[src/design/cmd_port_pkg.sv]
// Package with shared constants and types for the handshake command port
package cmd_port_pkg;
   localparam int WORD_W = 16;
   localparam int NUM_WORDS = 8;
   localparam int HS_BIT = 15;
   localparam int AXIS_A_BIT = 13;
   localparam int AXIS_B_BIT = 12;
   localparam int CODE_LSB = 0;
   localparam int CODE_MSB = 7;
   localparam int MAX_WRITE_PER_XCHG = 7;
   localparam int MAX_READ_PER_XCHG = 4;
   localparam int READ_FIRST_WORD = 4;
   localparam int CMD_W = 8;
   localparam int CNT_W = 8;
   localparam logic [CMD_W-1:0] CMD_FORMAT = 8'hF0;
   localparam logic [CMD_W-1:0] CMD_INIT = 8'hF1;
   localparam logic [CMD_W-1:0] CMD_WR_ALL = 8'hF2;
   localparam logic [CMD_W-1:0] CMD_WR_COMMON = 8'hF3;
   localparam logic [CMD_W-1:0] CMD_WR_PROF = 8'hF4;
   localparam logic [CMD_W-1:0] CMD_WR_PROF2 = 8'hF5;
   localparam logic [CMD_W-1:0] CMD_WR_SEQ = 8'hF6;
   localparam logic [CMD_W-1:0] CMD_WR_SYS = 8'hF7;
   localparam logic [CMD_W-1:0] CMD_WR_AXIS = 8'hF8;
   localparam logic [CMD_W-1:0] CMD_READ_LO = 8'hB0;
   localparam logic [CMD_W-1:0] CMD_READ_HI = 8'hE8;
   // Store operation selects, binary encoded in declaration order
   typedef enum logic [3:0] {
      STORE_NONE, STORE_FORMAT, STORE_INIT, STORE_ALL, STORE_COMMON,
      STORE_PROF, STORE_SEQ, STORE_SYS, STORE_AXIS
   } store_op_type;
   typedef logic [WORD_W-1:0] word_type;
endpackage

[src/design/cmd_port_if.sv]
// Interface joining processor end and module end of the command port
`timescale 1ns/10ps
interface cmd_port_if;
   cmd_port_pkg::word_type out_words [cmd_port_pkg::NUM_WORDS];
   cmd_port_pkg::word_type in_words [cmd_port_pkg::NUM_WORDS];
   modport module_end (input out_words, output in_words);
   modport cpu_end (output out_words, input in_words);
endinterface

[src/design/motion_cmd_port.sv]
// Module end: decodes handshaked commands, drives status words and store ops
// Operation
// - F0 formats store, F1 restores defaults
// - F2 writes everything into store
// - F3 writes common parameters, axis selectable
// - F4 and F5 write all profiles
// - F6 writes sequence table, axis selectable
// - F7 writes system parameters
// - F8 writes axis operation data, axis selectable
// - Power loss mid-write loses store data
// - Eight input and eight output words
// - Bit 15 of word 1 is handshake
// - Processor loads data, axis bits 13/12
// - Command code in output bits 0-7
// - Processor sets handshake flag last
// - Module acknowledges by setting input flag
// - Processor clears flag after acknowledge
// - Writes over 7 words use several exchanges
// - Reads over 4 words use several exchanges
// - Hold read data while flag set
// - Resume status updates after flag clears
// - Next read set on each flag rise
`timescale 1ns/10ps
module motion_cmd_port
(
   // Clock and reset
   input wire logic sys_clk_i,
   input wire logic reset_i,
   // Link to processor
   cmd_port_if.module_end link,
   // Live status words from the motion core
   input wire cmd_port_pkg::word_type status_i [cmd_port_pkg::NUM_WORDS],
   // Parameter words for reads, addressed by set index
   input wire cmd_port_pkg::word_type param_i [cmd_port_pkg::MAX_READ_PER_XCHG],
   output logic [cmd_port_pkg::CNT_W-1:0] param_set_o,
   // Store operation request to the parameter store
   output logic store_start_o,
   output cmd_port_pkg::store_op_type store_op_o,
   output logic store_axis_a_o,
   output logic store_axis_b_o,
   output cmd_port_pkg::word_type store_data_o,
   input wire logic store_busy_i,
   // Command word delivered to the motion core for other commands
   output logic cmd_valid_o,
   output cmd_port_pkg::word_type cmd_words_o [cmd_port_pkg::NUM_WORDS]
);
   localparam int N = cmd_port_pkg::NUM_WORDS;
   localparam int HS = cmd_port_pkg::HS_BIT;

   // ----------------------------------------------------------------
   // Input synchronisers
   // ----------------------------------------------------------------
   // Words come from the processor's scan, so they are treated as foreign
   cmd_port_pkg::word_type out_meta_r [N];
   cmd_port_pkg::word_type out_sync_r [N];
   logic hs_prev_r;
   always_ff @(posedge sys_clk_i)
   begin
      for (int i = 0; i < N; i++)
      begin
         out_meta_r[i] <= link.out_words[i];
         out_sync_r[i] <= out_meta_r[i];
      end
   end

   always_ff @(posedge sys_clk_i)
   begin
      if (reset_i)
         hs_prev_r <= 1'b0;
      else
         hs_prev_r <= out_sync_r[0][HS];
   end

   logic hs_now;
   logic hs_rise;
   logic [cmd_port_pkg::CMD_W-1:0] code;
   logic is_read;
   assign hs_now = out_sync_r[0][HS];
   assign hs_rise = hs_now && !hs_prev_r;
   assign code = out_sync_r[0][cmd_port_pkg::CODE_MSB:cmd_port_pkg::CODE_LSB];
   assign is_read = (code >= cmd_port_pkg::CMD_READ_LO) && (code <= cmd_port_pkg::CMD_READ_HI);

   // ----------------------------------------------------------------
   // Command decode
   // ----------------------------------------------------------------
   cmd_port_pkg::store_op_type op_nxt;
   always_comb
   begin
      op_nxt = cmd_port_pkg::STORE_NONE;
      case (code)
         cmd_port_pkg::CMD_FORMAT: op_nxt = cmd_port_pkg::STORE_FORMAT;
         cmd_port_pkg::CMD_INIT: op_nxt = cmd_port_pkg::STORE_INIT;
         cmd_port_pkg::CMD_WR_ALL: op_nxt = cmd_port_pkg::STORE_ALL;
         cmd_port_pkg::CMD_WR_COMMON: op_nxt = cmd_port_pkg::STORE_COMMON;
         cmd_port_pkg::CMD_WR_PROF: op_nxt = cmd_port_pkg::STORE_PROF;
         cmd_port_pkg::CMD_WR_PROF2: op_nxt = cmd_port_pkg::STORE_PROF;
         cmd_port_pkg::CMD_WR_SEQ: op_nxt = cmd_port_pkg::STORE_SEQ;
         cmd_port_pkg::CMD_WR_SYS: op_nxt = cmd_port_pkg::STORE_SYS;
         cmd_port_pkg::CMD_WR_AXIS: op_nxt = cmd_port_pkg::STORE_AXIS;
         default: op_nxt = cmd_port_pkg::STORE_NONE;
      endcase
   end

   // ----------------------------------------------------------------
   // Exchange state
   // ----------------------------------------------------------------
   typedef enum {IDLE, ACK} xchg_type;
   xchg_type state_r;
   logic ack_r;
   logic in_read_r;
   logic [cmd_port_pkg::CNT_W-1:0] set_r;
   logic [cmd_port_pkg::CMD_W-1:0] read_code_r;

   always_ff @(posedge sys_clk_i)
   begin
      if (reset_i)
      begin
         state_r <= IDLE;
         ack_r <= 1'b0;
      end
      else
      begin
         case (state_r)
            IDLE:
               // Store ops wait for the store to be free, flag rise is remembered
               if (hs_rise || (hs_now && !ack_r))
               begin
                  if (!(op_nxt != cmd_port_pkg::STORE_NONE && store_busy_i))
                  begin
                     ack_r <= 1'b1;
                     state_r <= ACK;
                  end
               end
            ACK:
               if (!hs_now)
               begin
                  ack_r <= 1'b0;
                  state_r <= IDLE;
               end
            default:
               state_r <= IDLE;
         endcase
      end
   end

   logic accept;
   assign accept = (state_r == IDLE) && hs_now && !ack_r
      && !(op_nxt != cmd_port_pkg::STORE_NONE && store_busy_i);

   // Read session: the set index names the set that the next read shows,
   // because the parameter words are taken in the same cycle as the accept.
   // A new session clears it while its code is staged ahead of the flag.
   always_ff @(posedge sys_clk_i)
   begin
      if (reset_i)
      begin
         in_read_r <= 1'b0;
         set_r <= '0;
         read_code_r <= '0;
      end
      else if (accept && is_read)
      begin
         in_read_r <= 1'b1;
         read_code_r <= code;
         set_r <= set_r + 8'h01;
      end
      else if (accept)
         in_read_r <= 1'b0;
      else if (state_r == IDLE && !hs_now && !(in_read_r && is_read && code == read_code_r))
         set_r <= '0;
   end
   assign param_set_o = set_r;

   // ----------------------------------------------------------------
   // Store request and command hand-off
   // ----------------------------------------------------------------
   always_ff @(posedge sys_clk_i)
   begin
      if (reset_i)
      begin
         store_start_o <= 1'b0;
         store_op_o <= cmd_port_pkg::STORE_NONE;
         store_axis_a_o <= 1'b0;
         store_axis_b_o <= 1'b0;
         store_data_o <= '0;
      end
      else
      begin
         store_start_o <= accept && (op_nxt != cmd_port_pkg::STORE_NONE);
         if (accept && op_nxt != cmd_port_pkg::STORE_NONE)
         begin
            store_op_o <= op_nxt;
            store_axis_a_o <= out_sync_r[0][cmd_port_pkg::AXIS_A_BIT];
            store_axis_b_o <= out_sync_r[0][cmd_port_pkg::AXIS_B_BIT];
            // Only F5 carries a data word; others leave it zero
            store_data_o <= (code == cmd_port_pkg::CMD_WR_PROF2) ? out_sync_r[1] : '0;
         end
      end
   end
   // Power loss during a store write is not recoverable here; the store
   // itself must treat an interrupted write as lost content

   always_ff @(posedge sys_clk_i)
   begin
      if (reset_i)
      begin
         cmd_valid_o <= 1'b0;
         for (int i = 0; i < N; i++)
            cmd_words_o[i] <= '0;
      end
      else
      begin
         // Each exchange passes up to seven data words; longer writes
         // arrive as several pulses
         cmd_valid_o <= accept && (op_nxt == cmd_port_pkg::STORE_NONE);
         if (accept)
            for (int i = 0; i < N; i++)
               cmd_words_o[i] <= out_sync_r[i];
      end
   end

   // ----------------------------------------------------------------
   // Input status words
   // ----------------------------------------------------------------
   cmd_port_pkg::word_type in_r [N];
   logic hold;
   assign hold = in_read_r && hs_now;
   always_ff @(posedge sys_clk_i)
   begin
      if (reset_i)
         for (int i = 0; i < N; i++)
            in_r[i] <= '0;
      else
      begin
         for (int i = 0; i < N; i++)
         begin
            if (accept && is_read && i >= cmd_port_pkg::READ_FIRST_WORD)
               in_r[i] <= param_i[i - cmd_port_pkg::READ_FIRST_WORD];
            else if (!hold && !(accept && is_read))
               in_r[i] <= status_i[i];
         end
         in_r[0][HS] <= 1'b0;
      end
   end

   always_comb
   begin
      for (int i = 0; i < N; i++)
         link.in_words[i] = in_r[i];
      link.in_words[0][HS] = ack_r;
   end
endmodule // motion_cmd_port

[src/flat_wrapper.sv]
// flat-port wrapper written by rule: the top's interface ports become plain ports
module motion_cmd_port_flat 
  (sys_clk_i, reset_i, status_i, param_i, param_set_o, store_start_o, store_op_o, store_axis_a_o, store_axis_b_o, store_data_o, store_busy_i, cmd_valid_o, cmd_words_o, link_out_words, link_in_words);
  cmd_port_if link_i ();
  input wire logic sys_clk_i;
  input wire logic reset_i;
  input wire cmd_port_pkg::word_type status_i[cmd_port_pkg::NUM_WORDS];
  input wire cmd_port_pkg::word_type param_i[cmd_port_pkg::MAX_READ_PER_XCHG];
  output logic [cmd_port_pkg::CNT_W-1:0] param_set_o;
  output logic store_start_o;
  output cmd_port_pkg::store_op_type store_op_o;
  output logic store_axis_a_o;
  output logic store_axis_b_o;
  output cmd_port_pkg::word_type store_data_o;
  input wire logic store_busy_i;
  output logic cmd_valid_o;
  output cmd_port_pkg::word_type cmd_words_o[cmd_port_pkg::NUM_WORDS];
  input wire logic [$bits(link_i.out_words)-1:0] link_out_words;
  output wire logic [$bits(link_i.in_words)-1:0] link_in_words;
  assign link_i.out_words = {>>{link_out_words}};
  assign link_in_words = {>>{link_i.in_words}};
  motion_cmd_port u_core (.sys_clk_i(sys_clk_i), .reset_i(reset_i), .link(link_i), .status_i(status_i), .param_i(param_i), .param_set_o(param_set_o), .store_start_o(store_start_o), .store_op_o(store_op_o), .store_axis_a_o(store_axis_a_o), .store_axis_b_o(store_axis_b_o), .store_data_o(store_data_o), .store_busy_i(store_busy_i), .cmd_valid_o(cmd_valid_o), .cmd_words_o(cmd_words_o));
endmodule
[config.mk]
export PLATFORM = sky130hd
export DESIGN_NAME = motion_cmd_port_flat
export DESIGN_NICKNAME = d
export VERILOG_FILES = /design/src/design/cmd_port_pkg.sv /design/src/design/cmd_port_if.sv /design/src/design/motion_cmd_port.sv /design/src/flat_wrapper.sv
export SDC_FILE = /design/constraint.sdc
export NUM_CORES = 1
export LEC_CHECK = 0
export ABC_AREA = 1
export BUFFER_PORTS_ARGS = -buffer_cell sky130_fd_sc_hd__buf_2
export CORE_AREA = 2 2 235 237
export CTS_BUF_LIST = sky130_fd_sc_hd__clkbuf_8
export DETAILED_ROUTE_END_ITERATION = 7
export DIE_AREA = 0 0 237 239
export MAX_ROUTING_LAYER = met4
export SETUP_SLACK_MARGIN = 0.4
export SYNTH_ARGS = -nofsm -noshare
export SYNTH_HDL_FRONTEND = slang
export SYNTH_SLANG_ARGS = --single-unit
[constraint.sdc]
create_clock -name sys_clk_i -period 10.24 [get_ports sys_clk_i]
set_input_delay 1.536 -clock sys_clk_i [delete_from_list [all_inputs] [get_ports sys_clk_i]]
set_output_delay 1.536 -clock sys_clk_i [all_outputs]
set_load 0.01 [all_outputs]
### Word level (Yosys, flattened, before mapping)

Memory sizes are Yosys's and may differ from the RTL's. A register that Yosys moved wholly into a read port is not among the register bits.
Index checks and enable logic that the tools add are counted.

| word-level totals | value |
|---|---|
| memory bits (writable) | 384 |
| logic and storage cells | 123 |
| input bits | 323 |
| memories | 3 |
| output and inout port bits | 288 |
| register bits | 107 |

| operators by class | value |
|---|---|
| $add $sub $neg | 1 |
| reduce and logical (&&, ||, !) cells | 35 |
| bitwise logic cells | 13 |
| $lt $le $gt $ge | 2 |
| multiplexer cells | 40 |
| eq/ne operators | 15 |

Memory list:

| memory | depth | width | read ports | clocked after Yosys merged registers in | write ports | RTL line | text |
|---|---|---|---|---|---|---|---|
| u_core.in_r | 8 | 16 | 8 | 0 | 8 | motion_cmd_port.sv:225 | `cmd_port_pkg::word_type in_r [N];` |
| u_core.out_meta_r | 8 | 16 | 8 | 0 | 8 | motion_cmd_port.sv:54 | `cmd_port_pkg::word_type out_meta_r [N];` |
| u_core.out_sync_r | 8 | 16 | 8 | 6 | 8 | motion_cmd_port.sv:55 | `cmd_port_pkg::word_type out_sync_r [N];` |

Operators with widths:

| operator | count |
|---|---|
| 2-to-1 mux 16 bit | 13 |
| 2-to-1 mux 32 bit | 3 |
| == test 8 bit, second input constant | 9 |
| zero test 32 bit | 2 |
| case mux 32 bit (2 select lines) | 1 |
| == test 32 x 1 -> 1 bit, second input constant | 1 |
| case mux 4 bit (8 select lines) | 1 |
| 2-to-1 mux 8 bit | 3 |
| 2-to-1 mux 1 bit | 18 |
| logical AND 1 bit | 16 |
| OR 1 bit | 13 |
| adder 8 x 1 -> 8 bit, second input constant | 1 |
| == test 8 bit | 1 |
| >= comparator 8 bit, second input constant | 1 |
| <= comparator 8 bit, second input constant | 1 |
| zero test 1 bit | 7 |
| != test 2 bit, second input constant | 3 |
| nonzero test 2 bit | 3 |
| zero test 4 bit | 1 |
| AND reduction 4 bit | 1 |
| nonzero test 4 bit | 1 |
| AND reduction 3 bit | 1 |
| != test 2 x 1 -> 1 bit, second input constant | 1 |
| case mux 1 bit (2 select lines) | 1 |
| other kinds (3) | 3 |

### Longest topological paths before layout

Gate-level depths: netlist (run 1).
An unclocked memory read counts as a cell.

| logic depth | value |
|---|---|
| depth after elaboration | 16 |
| depth in mapped cells | 14 |
| gate-level depth less buffers | 12 |

### Worst setup path before layout (run 1)

No wires, ideal clock.

| timing path | value |
|---|---|
| path kind | input to register |
| start | input port store_busy_i |
| end | memory u_core.in_r[0][0] (netlist name) (enable) |
| cell stages on the path | 5 |
| setup slack | 3266 ps |
| required time | 9669 ps |
| data arrival time | 6403 ps |
| cell sequence | nand2_4 > nand3_4 > buf_2 > inv_1 > o21ai_0 |

RTL lines:

| what | RTL line | text |
|---|---|---|
| from (decl) | flat_wrapper.sv:15 | `input wire logic store_busy_i;` |
| to (decl) | motion_cmd_port.sv:225 |  |

==> results of run 1 <==
[routing by layer]
metal | wire length [microns] | share of wire | GRT usage
met2 | 25200 | 0.51 | 0.304
met4 | 2030 | 0.041 | 0.0900
met1 | 18200 | 0.37 | 0.170
met3 | 4160 | 0.084 | 0.0603
met5 | 0 | 0 | -
[cell usage in the layout, fill, tap and decap left out, drive strengths merged, types with 7 or more instances in the layout]
master and count:
clkbuf 105, edfxtp 95, o21ai 154, nor2 415
nand2 206, diode 11, inv 181, buf 620
a21oi 34, nand4 34, nand3 40, clkinv 10
dfxtp 458, a211oi 7
[power by group]
part	total, mW	internal, mW	leakage (nW)	switching, mW
registers	2.40	2.35	4.91	0.0470
clock network	1.86	0.994	1.04	0.871
logic	0.382	0.149	5.02	0.233
[area by class of cell]
| cell class | instances | area, sq um | area share |
|---|---|---|---|
| diodes | 11 | 27.5 | 0.00123 |
| inverters | 140 | 528 | 0.0237 |
| repair buffers | 620 | 3130 | 0.140 |
| flip-flops and latches | 553 | 12000 | 0.539 |
| clock inverters | 56 | 339 | 0.0152 |
| multi-input cells | 906 | 3950 | 0.177 |
| clock buffers | 105 | 1450 | 0.0647 |
| well taps | 704 | 881 | 0.0395 |
[per-stage QoR]
step	hold slack, ns	power, mW
after floorplan	0.310	2.63
after global placement	0.310	2.82
after global routing	0.307	4.87
final	0.314	4.65
after CTS	0.307	4.72
after detailed placement	0.312	2.83
[flip-flops by register name, summed over array words and instances, names as in the netlist]
signal                 count
u_core.store_axis_a_o      1
u_core.cmd_valid_o         1
u_core.param_set_o         8
u_core.in_read_r           1
u_core.out_sync_r        128
u_core.out_meta_r        128
cmd_words_o              128
u_core.store_data_o       16
u_core.in_r              127
u_core.store_op_o          4
u_core.store_axis_b_o      1
u_core.store_start_o       1
u_core.read_code_r         8
u_core.ack_r               1
[critical path: stages (launching register included)]
cell and delay [ns]:
dfxtp_1 0.48, nand2_1 0.17, nor2_4 0.22, nand2_1 0.12
nand2_2 0.23, nand2_4 0.11, nand3_4 0.12, buf_4 0.47
inv_1 0.19, o21ai_4 0.15, buf_4 0.65
[worst max path at each step]
stage,slack [ns],cells after the start,endpoint,from
6_report,6.90,10,u_core.in_r[0][18],u_core.out_sync_r[0][7]
5_1_grt,6.63,10,u_core.in_r[0][3],u_core.out_sync_r[0][7]
4_1_cts,6.84,10,u_core.in_r[0][18],u_core.out_sync_r[0][7]
3_5_place_dp,6.31,7,u_core.in_r[1][29],reset_i
3_3_place_gp,6.39,7,u_core.in_r[1][24],reset_i
2_1_floorplan,3.27,5,u_core.in_r[0][0],store_busy_i
[logic make-up (layout without fill, tap and decap cells)]
logic type	after synthesis	in the layout	share of synthesized area
flip-flops	553	553	0.710
other	0	11	0
XOR/XNOR	4	4	0.00207
buffers and inverters	229	921	0.0582
AND/OR/NAND/NOR	700	700	0.167
adder cells (fa/ha/maj)	1	1	0.000739
AO/OA/AOI/OAI	201	201	0.0614
==> key figures, run 1 <==
Run status
  – Status: complete, no violations

Worst hold path
  – HP Start: u_core.out_meta_r[4][8]
  – Hold Path Stages: 0
  – HP Class: reg -> reg
  – Hold Path End: u_core.out_sync_r[2][8]

Logic synthesis
  – Post-synth top area share: 0.542
  – Ys flop type: dfxtp_1
  – Leading post-synthesis cells by instance count: 458 x dfxtp_1, 412 x nor2_1, 202 x nand2_1, 147 x o21ai_0, 136 x inv_1
  – Post-synthesis sequential area ratio: 0.710
  – Ys async rst share: 0
  – Unique masters post-synth: 34
  – Syn_nets: 2012
  – Syn Std Cell Area: 0.0169 sq mm
  – Synth warnings: 0
  – Syn Area/Cell: 10.0 sq um
  – Synth top area cells: dfxtp_1 54%, edfxtp_1 17%, nor2_1 9.1%
  – Leading area contributor after synthesis: dfxtp_1
  – Post-synth EDFFs: 95
  – Most common cell in the netlist: dfxtp_1
  – Number of synthesized register bits: 553
  – Post-Syn Instances: 1688

Place
  – Placer Congestion: 0.850
  – Post-place setup slack: 6.31 ns
  – Port bufs: 609
  – Post-DP HPWL: 35.4 mm
  – Cells after DPL: 2923
  – Post-DP Area: 0.0205 sq mm

Cells and area
  – P&R area growth vs syn: 31.9%
  – Design area: 0.0223 sq mm
  – Share of layout cells above drive strength 1: 0.318
  – Final cell count without fillers: 3095
  – FILL cells: 5351
  – Layout Nets: 2633
  – Layout Utilization: 0.411

Route
  – Routed Antenna Nets: 0
  – Iteration-0 DRC Markers: 488
  – Routed wire per std cell: 16.0 microns
  – Via Count: 13275
  – Remaining DRCs: 0
  – First-pass detailed-route iteration total: 5
  – Vias per cell: 4.29
  – WL final: 49.5 mm

STA
  – Crit path time final: 3.34 ns
  – Sum of negative setup slack: 0 ns
  – Fin. Hold Viols: 0
  – Relative slew slack: 0.366
  – Setup ws final: 6.90 ns
  – Final period utilization: 0.326
  – Final Max Slew Viols: 0
  – Max Clock Freq: 299 MHz
  – RSZ-0062 raised after global routing: no
  – Clock skew: 0.0384 ns
  – # setup viols final: 0
  – Slew @ Worst Pin: 0.948 ns

Setup path
  – Crit path max fanout: 63
  – Setup crit start kind: flip-flop
  – Setup crit end kind: flip-flop
  – Arr. time, crit path: 3.63 ns
  – Worst Path Required: 10.53 ns
  – R2r worst-path depth: 10
  – FF-to-FF End: u_core.in_r[0][18]
  – Worst R2R Setup Slack: 6.90 ns
  – Setup CP Type: reg -> reg
  – RR Startpoint: u_core.out_sync_r[0][7]

Clock network
  – Post-CTS setup buffers: 0
  – Latest clock arrival within the worst-skew pair: 0.68 ns
  – Max Root-Sink Buffers: 3
  – CTS Sinks: 553
  – CTS root buf: clkbuf_8
  – Clock transition at path regs: 0.06 ns
  – Cts bufs inserted: 88
  – CTS resizes: 0
  – CTS H-tree depth: 3
  – CTS Hold Buffers Added: 0
  – TritonCTS clock tree: yes

Die
  – Die ar.: 0.0566 sq mm
  – Initial Util: 0.311
  – Die H: 239 microns
  – Die Width: 237 microns
  – Core region area: 0.0543 sq mm
  – I/O Pins: 611
  – Row count: 86

Global route
  – Grt ovf: 0
  – Initial antenna violation count: 12
  – GRT Total Usage: 0.174
  – First-pass GRT wire length: 72.9 mm
  – Vias in the first global route: 13148
  – Pin count of the biggest net entering global routing: 98

Pwr
  – PwrDens: 208 mW/mm^2
  – Maximum VDD drop: 0.177 mV
  – Leak Pwr: 11.0 nW

Flow run
  – Maxcap violations: 0
(Power assumes the default switching activity.)
==> inputs of run 2 (changes only) <==
clock period = 3.3 ns   (was 10.24 ns; I/O delays follow)
==> run 2 against run 1 <==
Design area grew 6.6%. Clock power grew to 3.2 times the previous value. Clock skew grew 0.012 ns. Critical path depth grew 3. Combinational power grew to 3.5 times the previous value. Sequential cell count is the same. Non-clock buffer count grew 140. Utilization grew 2.7 points. Critical path type unchanged. Highest routed layer unchanged.
==> key figures, run 2 (synthesized netlist as in run 1, its figures left out) <==
Global route
  – Met3 Use GR: 0.0581
  – Grt ovf: 0
  – GRT Total Usage: 0.183
  – Met1 Use GR: 0.177
  – Top Usage Layer GRT: met2
  – GR met2 Demand/Resource: 0.324
  – Initial antenna violation count: 13
  – First-pass GRT wire length: 77.5 mm
  – Pin count of the biggest net entering global routing: 144
  – Vias in the first global route: 13934

Cells and area
  – Most common cell after layout, fill and taps aside: buf_2
  – Layout Utilization: 0.438
  – Multi-input logic area: 0.00395 sq mm
  – Most frequent cells in the layout: 609 x buf_2, 458 x dfxtp_1, 412 x nor2_1, 202 x nand2_1, 151 x inv_1
  – Register area: 0.0120 sq mm
  – Final cell count without fillers: 3234
  – Top flop regs: cmd_words_o (128), u_core.out_meta_r (128), u_core.out_sync_r (128)
  – Share of layout cells above drive strength 1: 0.313
  – Design area: 0.0238 sq mm
  – FILL cells: 5257
  – P&R area growth vs syn: 40.6%
  – Layout Nets: 2774

Route
  – Routed wire per std cell: 16.3 microns
  – Iteration-0 DRC Markers: 533
  – Routed Antenna Nets: 0
  – Vias per cell: 4.31
  – WL final: 52.8 mm
  – Remaining DRCs: 0
  – First-pass detailed-route iteration total: 5
  – Via Count: 13937

Setup path
  – Arr. time, crit path: 2.97 ns
  – Worst Path Required: 3.70 ns
  – Setup crit start kind: flip-flop
  – Setup CP Type: reg -> reg
  – R2r worst-path depth: 13
  – Crit path launch: u_core.out_sync_r[0][4]
  – Crit path max fanout: 36
  – Setup crit end kind: flip-flop
  – RR Startpoint: u_core.out_sync_r[0][4]

Flow run
  – Maxcap violations: 0

STA
  – Final period utilization: 0.779
  – Fin. Hold Viols: 0
  – Crit path time final: 2.57 ns
  – RSZ-0062 raised after global routing: no
  – Relative slew slack: 0.335
  – Slew @ Worst Pin: 0.998 ns
  – Clock skew: 0.0504 ns
  – Max Clock Freq: 389 MHz
  – Final Max Slew Viols: 0
  – # setup viols final: 0
  – Sum of negative setup slack: 0 ns

Pwr
  – Leak Pwr: 11.6 nW
  – Overall power: 14.7 mW
  – PwrDens: 619 mW/mm^2
  – Maximum VDD drop: 0.533 mV

Place
  – Post-DP HPWL: 36.7 mm
  – Post-DP Area: 0.0206 sq mm
  – Placer Congestion: 0.844
  – Cells after DPL: 2935
  – Port bufs: 609

Clock network
  – TritonCTS clock tree: yes
  – Latest clock arrival within the worst-skew pair: 0.67 ns
  – Clock transition at path regs: 0.06 ns
  – CTS root buf: clkbuf_8
  – CTS H-tree depth: 3
  – CTS Sinks: 553
  – Cts bufs inserted: 89
  – Max Root-Sink Buffers: 3
  – CTS resizes: 0

Die
  – Initial Util: 0.311
  – Die ar.: 0.0566 sq mm
  – Core region area: 0.0543 sq mm
  – Die Width: 237 microns
  – I/O Pins: 611
  – Die H: 239 microns
  – Row count: 86

Worst hold path
  – HP Class: in -> reg
  – HP Start: status_i[41]
  – Hold Path Stages: 3

Run status
  – Status: complete, no violations
run 2: changes by cell type in the layout (fill, tap and decap cells not counted), moves of 2 or more:
| cell | delta |
|---|---|
| clkinvlp_4 | -2 |
| clkbuf_8 | +5 |
| buf_4 | +9 |
| dlygate4sd3_1 | +128 |
| buf_12 | +3 |
| inv_1 | -20 |
| clkinv_2 | +12 |
run 2: worst paths after layout:
kind	endpoint	slack [ns]
worst max-delay path	u_core.in_r[1][12]	0.73
worst min-delay path	u_core.in_r[1][25]	0.11
worst max register to register	u_core.in_r[1][12]	0.73
worst min register to register	u_core.out_sync_r[1][25]	0.32
run 2: area by class of cell:
cell class,count,area share
sequential,553,0.505
clock inverter,49,0.0135
timing repair buffer,760,0.191
multi-input combinational,906,0.166
tap,704,0.0370
clock buffer,110,0.0636
inverter,140,0.0222
antenna,12,0.00126
run 2: stage by stage:
stage	worst slack (ns)	hold slack [ns]
after global routing	0.502	0.0657
after floorplan	0.523	0.310
after CTS	0.711	0.0232
after global placement	0.749	0.311
after detailed placement	0.729	0.312
final	0.728	0.105
run 2: critical path: stages, from the launching register on:
cell and delay, ns:
dfxtp_1 0.36, nand2_1 0.12, nor2_4 0.18, nand2_1 0.11
nand2_2 0.21, nand2_4 0.10, nand3_4 0.13, buf_4 0.39
nor2_4 0.13, buf_4 0.28, nand2_1 0.10, nand2_1 0.04
o21ai_0 0.07, inv_1 0.07
run 2: routing by layer:
metal | share of wire | vias to the layer above
li1 | - | 6895
met1 | 0.36 | 6424
met2 | 0.51 | 495
met3 | 0.075 | 123
met4 | 0.047 | 0
met5 | 0 | -
run 2: repair_timing:
action                                 CTS  global route
setup buffers                            0             0
hold buffers                           128             0
endpoints found under the hold margin  128             0
run 2: power breakdown:
part | total (mW) | internal [mW] | switching [mW] | leakage, nW
clock network | 5.94 | 3.21 | 2.74 | 1.02
logic | 1.34 | 0.575 | 0.761 | 5.63
registers | 7.45 | 7.30 | 0.152 | 4.91
total | 14.7 | 11.1 | 3.65 | 11.6
==> inputs of run 3 (changes only) <==
clock period = 2.19 ns   (was 3.3 ns; I/O delays follow)
==> run 3 against run 2 <==
Non-clock buffer count is 258 higher. Register-to-register slack worse by 0.60 ns. Routed wire length grew 23%. First-iteration DRC count grew 50%. Global-route usage increased by 2.0 points. Maximum frequency up 25%. Count of clock-buffer cells in the layout fell by 7. Cell count up 8.0%. Via count up 12%. Sequential power increased by 50%. Critical path type unchanged.
==> key figures, run 3 (synthesized netlist as in run 1, its figures left out) <==
Setup path
  – CP max-delay cell: dfxtp_2
  – Critical path depth: 13
  – Arr. time, crit path: 2.41 ns
  – Critical-path cell list: nand2_4, nor2_4, nand3_2, nand2_4, nand2_4, nand3_4, buf_6, buf_6, inv_6, o21ai_4, buf_12, buf_8, clkbuf_16
  – Buffers & Inverters on Critical Path: 6
  – Setup CP Type: reg -> reg
  – Most common cell on crit path: nand2_4
  – Setup crit start kind: flip-flop
  – Worst path top cell family by delay: buffers and inverters
  – Worst Path Required: 2.54 ns
  – Crit path max fanout: 5
  – R2r worst-path depth: 13
  – Worst path max stage delay: 0.35 ns
  – Setup crit end kind: flip-flop

Die
  – Core region area: 0.0543 sq mm
  – Die H: 239 microns
  – Die Width: 237 microns
  – Initial Util: 0.311
  – Row count: 86
  – Die ar.: 0.0566 sq mm
  – I/O Pins: 611

Global route
  – Grt ovf: 0
  – Top Usage Layer GRT: met2
  – GR met2 Demand/Resource: 0.354
  – Initial antenna violation count: 15
  – Pin count of the biggest net entering global routing: 82
  – Vias in the first global route: 15275
  – GRT Total Usage: 0.203
  – Met1 Use GR: 0.199
  – Met3 Use GR: 0.0582
  – First-pass GRT wire length: 84.8 mm

Route
  – Iteration-0 DRC Markers: 797
  – WL final: 65.1 mm
  – Via Count: 15635
  – Remaining DRCs: 0
  – Routed Antenna Nets: 0
  – Vias per cell: 4.48
  – Routed wire per std cell: 18.7 microns
  – First-pass detailed-route iteration total: 5

Pwr
  – PwrDens: 823 mW/mm^2
  – Maximum VDD drop: 0.638 mV
  – Leak Pwr: 13.4 nW
  – P_int: 17.3 mW
  – Switching share of power: 0.250
  – Seq pwr share: 0.487
  – Clock network power share: 0.385
  – NetSw: 5.76 mW
  – Logic pwr share: 0.127

Cells and area
  – FILL cells: 4604
  – Most common cell after layout, fill and taps aside: buf_2
  – Layout Nets: 3035
  – Multi-input logic area: 0.00469 sq mm
  – Final cell count without fillers: 3492
  – P&R area growth vs syn: 65.6%
  – Share of layout cells above drive strength 1: 0.379
  – Top flop regs: cmd_words_o (128), u_core.out_meta_r (128), u_core.out_sync_r (128)
  – Register area: 0.0120 sq mm
  – Layout Utilization: 0.516
  – Most frequent cells in the layout: 609 x buf_2, 451 x dfxtp_1, 347 x nor2_1, 275 x dlygate4sd3_1, 161 x inv_1

STA
  – Crit path time final: 2.06 ns
  – RSZ-0062 raised after global routing: yes
  – # setup viols final: 0
  – Slew @ Worst Pin: 0.601 ns
  – Setup ws final: 0.129 ns
  – Sum of negative setup slack: 0 ns
  – Fin. Hold Viols: 0
  – Max Clock Freq: 485 MHz
  – Relative slew slack: 0.599
  – Final period utilization: 0.941
  – Final Max Slew Viols: 0
  – Worst hold slack: 0.0697 ns
  – Clock skew: 0.0446 ns

Flow run
  – Maxcap violations: 0

Place
  – Post-place setup slack: 0.135 ns
  – Placer Congestion: 0.897
  – Port bufs: 609
  – Cells after DPL: 2948
  – Post-DP HPWL: 37.8 mm

Clock network
  – Latest clock arrival within the worst-skew pair: 0.67 ns
  – CTS root buf: clkbuf_8
  – Max Root-Sink Buffers: 3
  – TritonCTS clock tree: yes
  – CTS H-tree depth: 3
  – CTS Sinks: 553
  – Clock transition at path regs: 0.06 ns
  – Cts bufs inserted: 88

Run status
  – Status: complete, no violations

Worst hold path
  – HP Class: in -> reg
  – Hold Path Stages: 5
==> run 3: cell types whose count changed in the layout (fill, tap and decap cells not counted), sizes merged, moves of 3 or more <==
cell         delta
buf            +83
bufinv          +3
clkbuf         +21
clkinv         -11
diode           +3
dlygate4sd3   +147
inv             +7
nand3           +3
==> run 3: per-stage QoR <==
| step | instance area, sq um | power (mW) |
|---|---|---|
| 6_report | 28000 | 23.1 |
| 5_1_grt | 28000 | 24.0 |
| 3_5_place_dp | 20900 | 13.3 |
| 4_1_cts | 26300 | 22.8 |
| 2_1_floorplan | 17000 | 12.3 |
| 3_3_place_gp | 20900 | 13.3 |
==> run 3: per-layer routing <==
metal  routed length [microns]  vias up  part of all wire
met2                     33200      733              0.51
met5                         0        -                 0
met4                      3750        0             0.058
met1                     23600     7255              0.36
li1                          -     7446                 -
met3                      4590      201             0.070
==> run 3: final timing paths <==
path	slack, ns	from	end
worst max register to register	0.13	u_core.out_sync_r[0][4]	u_core.in_r[0][54]
worst max-delay path	0.13	u_core.out_sync_r[0][4]	u_core.in_r[0][54]
worst min register to register	0.32	u_core.out_meta_r[1][15]	u_core.out_sync_r[0][31]
worst min-delay path	0.07	param_i[49]	u_core.in_r[1][1]
==> run 3: repair_timing <==
| item | 4_1_cts | 5_1_grt |
|---|---|---|
| setup buffers | 32 | 18 |
| setup endpoints to repair | 234 | 344 |
| gates cloned | 12 | 40 |
| hold buffers | 275 | 0 |
| pin swaps | 30 | 49 |
| resized for setup | 85 | 232 |
| endpoints found under the hold margin | 243 | 0 |
==> run 3: final cells by class <==
type                            instances  share of cell area
Antenna cell                           15             0.00134
Clock buffer                          103              0.0506
Clock inverter                         49              0.0130
Inverter                              140              0.0204
Multi-Input combinational cell        910               0.167
Sequential cell                       553               0.429
Tap cell                              704              0.0314
Timing Repair Buffer                 1018               0.287
==> run 3: worst reg2reg max path, stage by stage (launching register included) <==
cell	delay [ns]
dfxtp_2	0.35
nand2_4	0.06
nor2_4	0.14
nand3_2	0.12
nand2_4	0.11
nand2_4	0.06
nand3_4	0.12
buf_6	0.11
buf_6	0.10
inv_6	0.03
o21ai_4	0.13
buf_12	0.14
buf_8	0.13
clkbuf_16	0.15
==> run 3: power by group through the flow <==
stage                     clock (mW)  sequential, mW  combinational, mW
after global placement             0            11.4               1.87
after detailed placement           0            11.4               1.89
after floorplan                    0            11.6              0.690
final                           8.90            11.2               2.93
after CTS                       9.09            11.2               2.49
after global routing            9.58            11.3               3.15
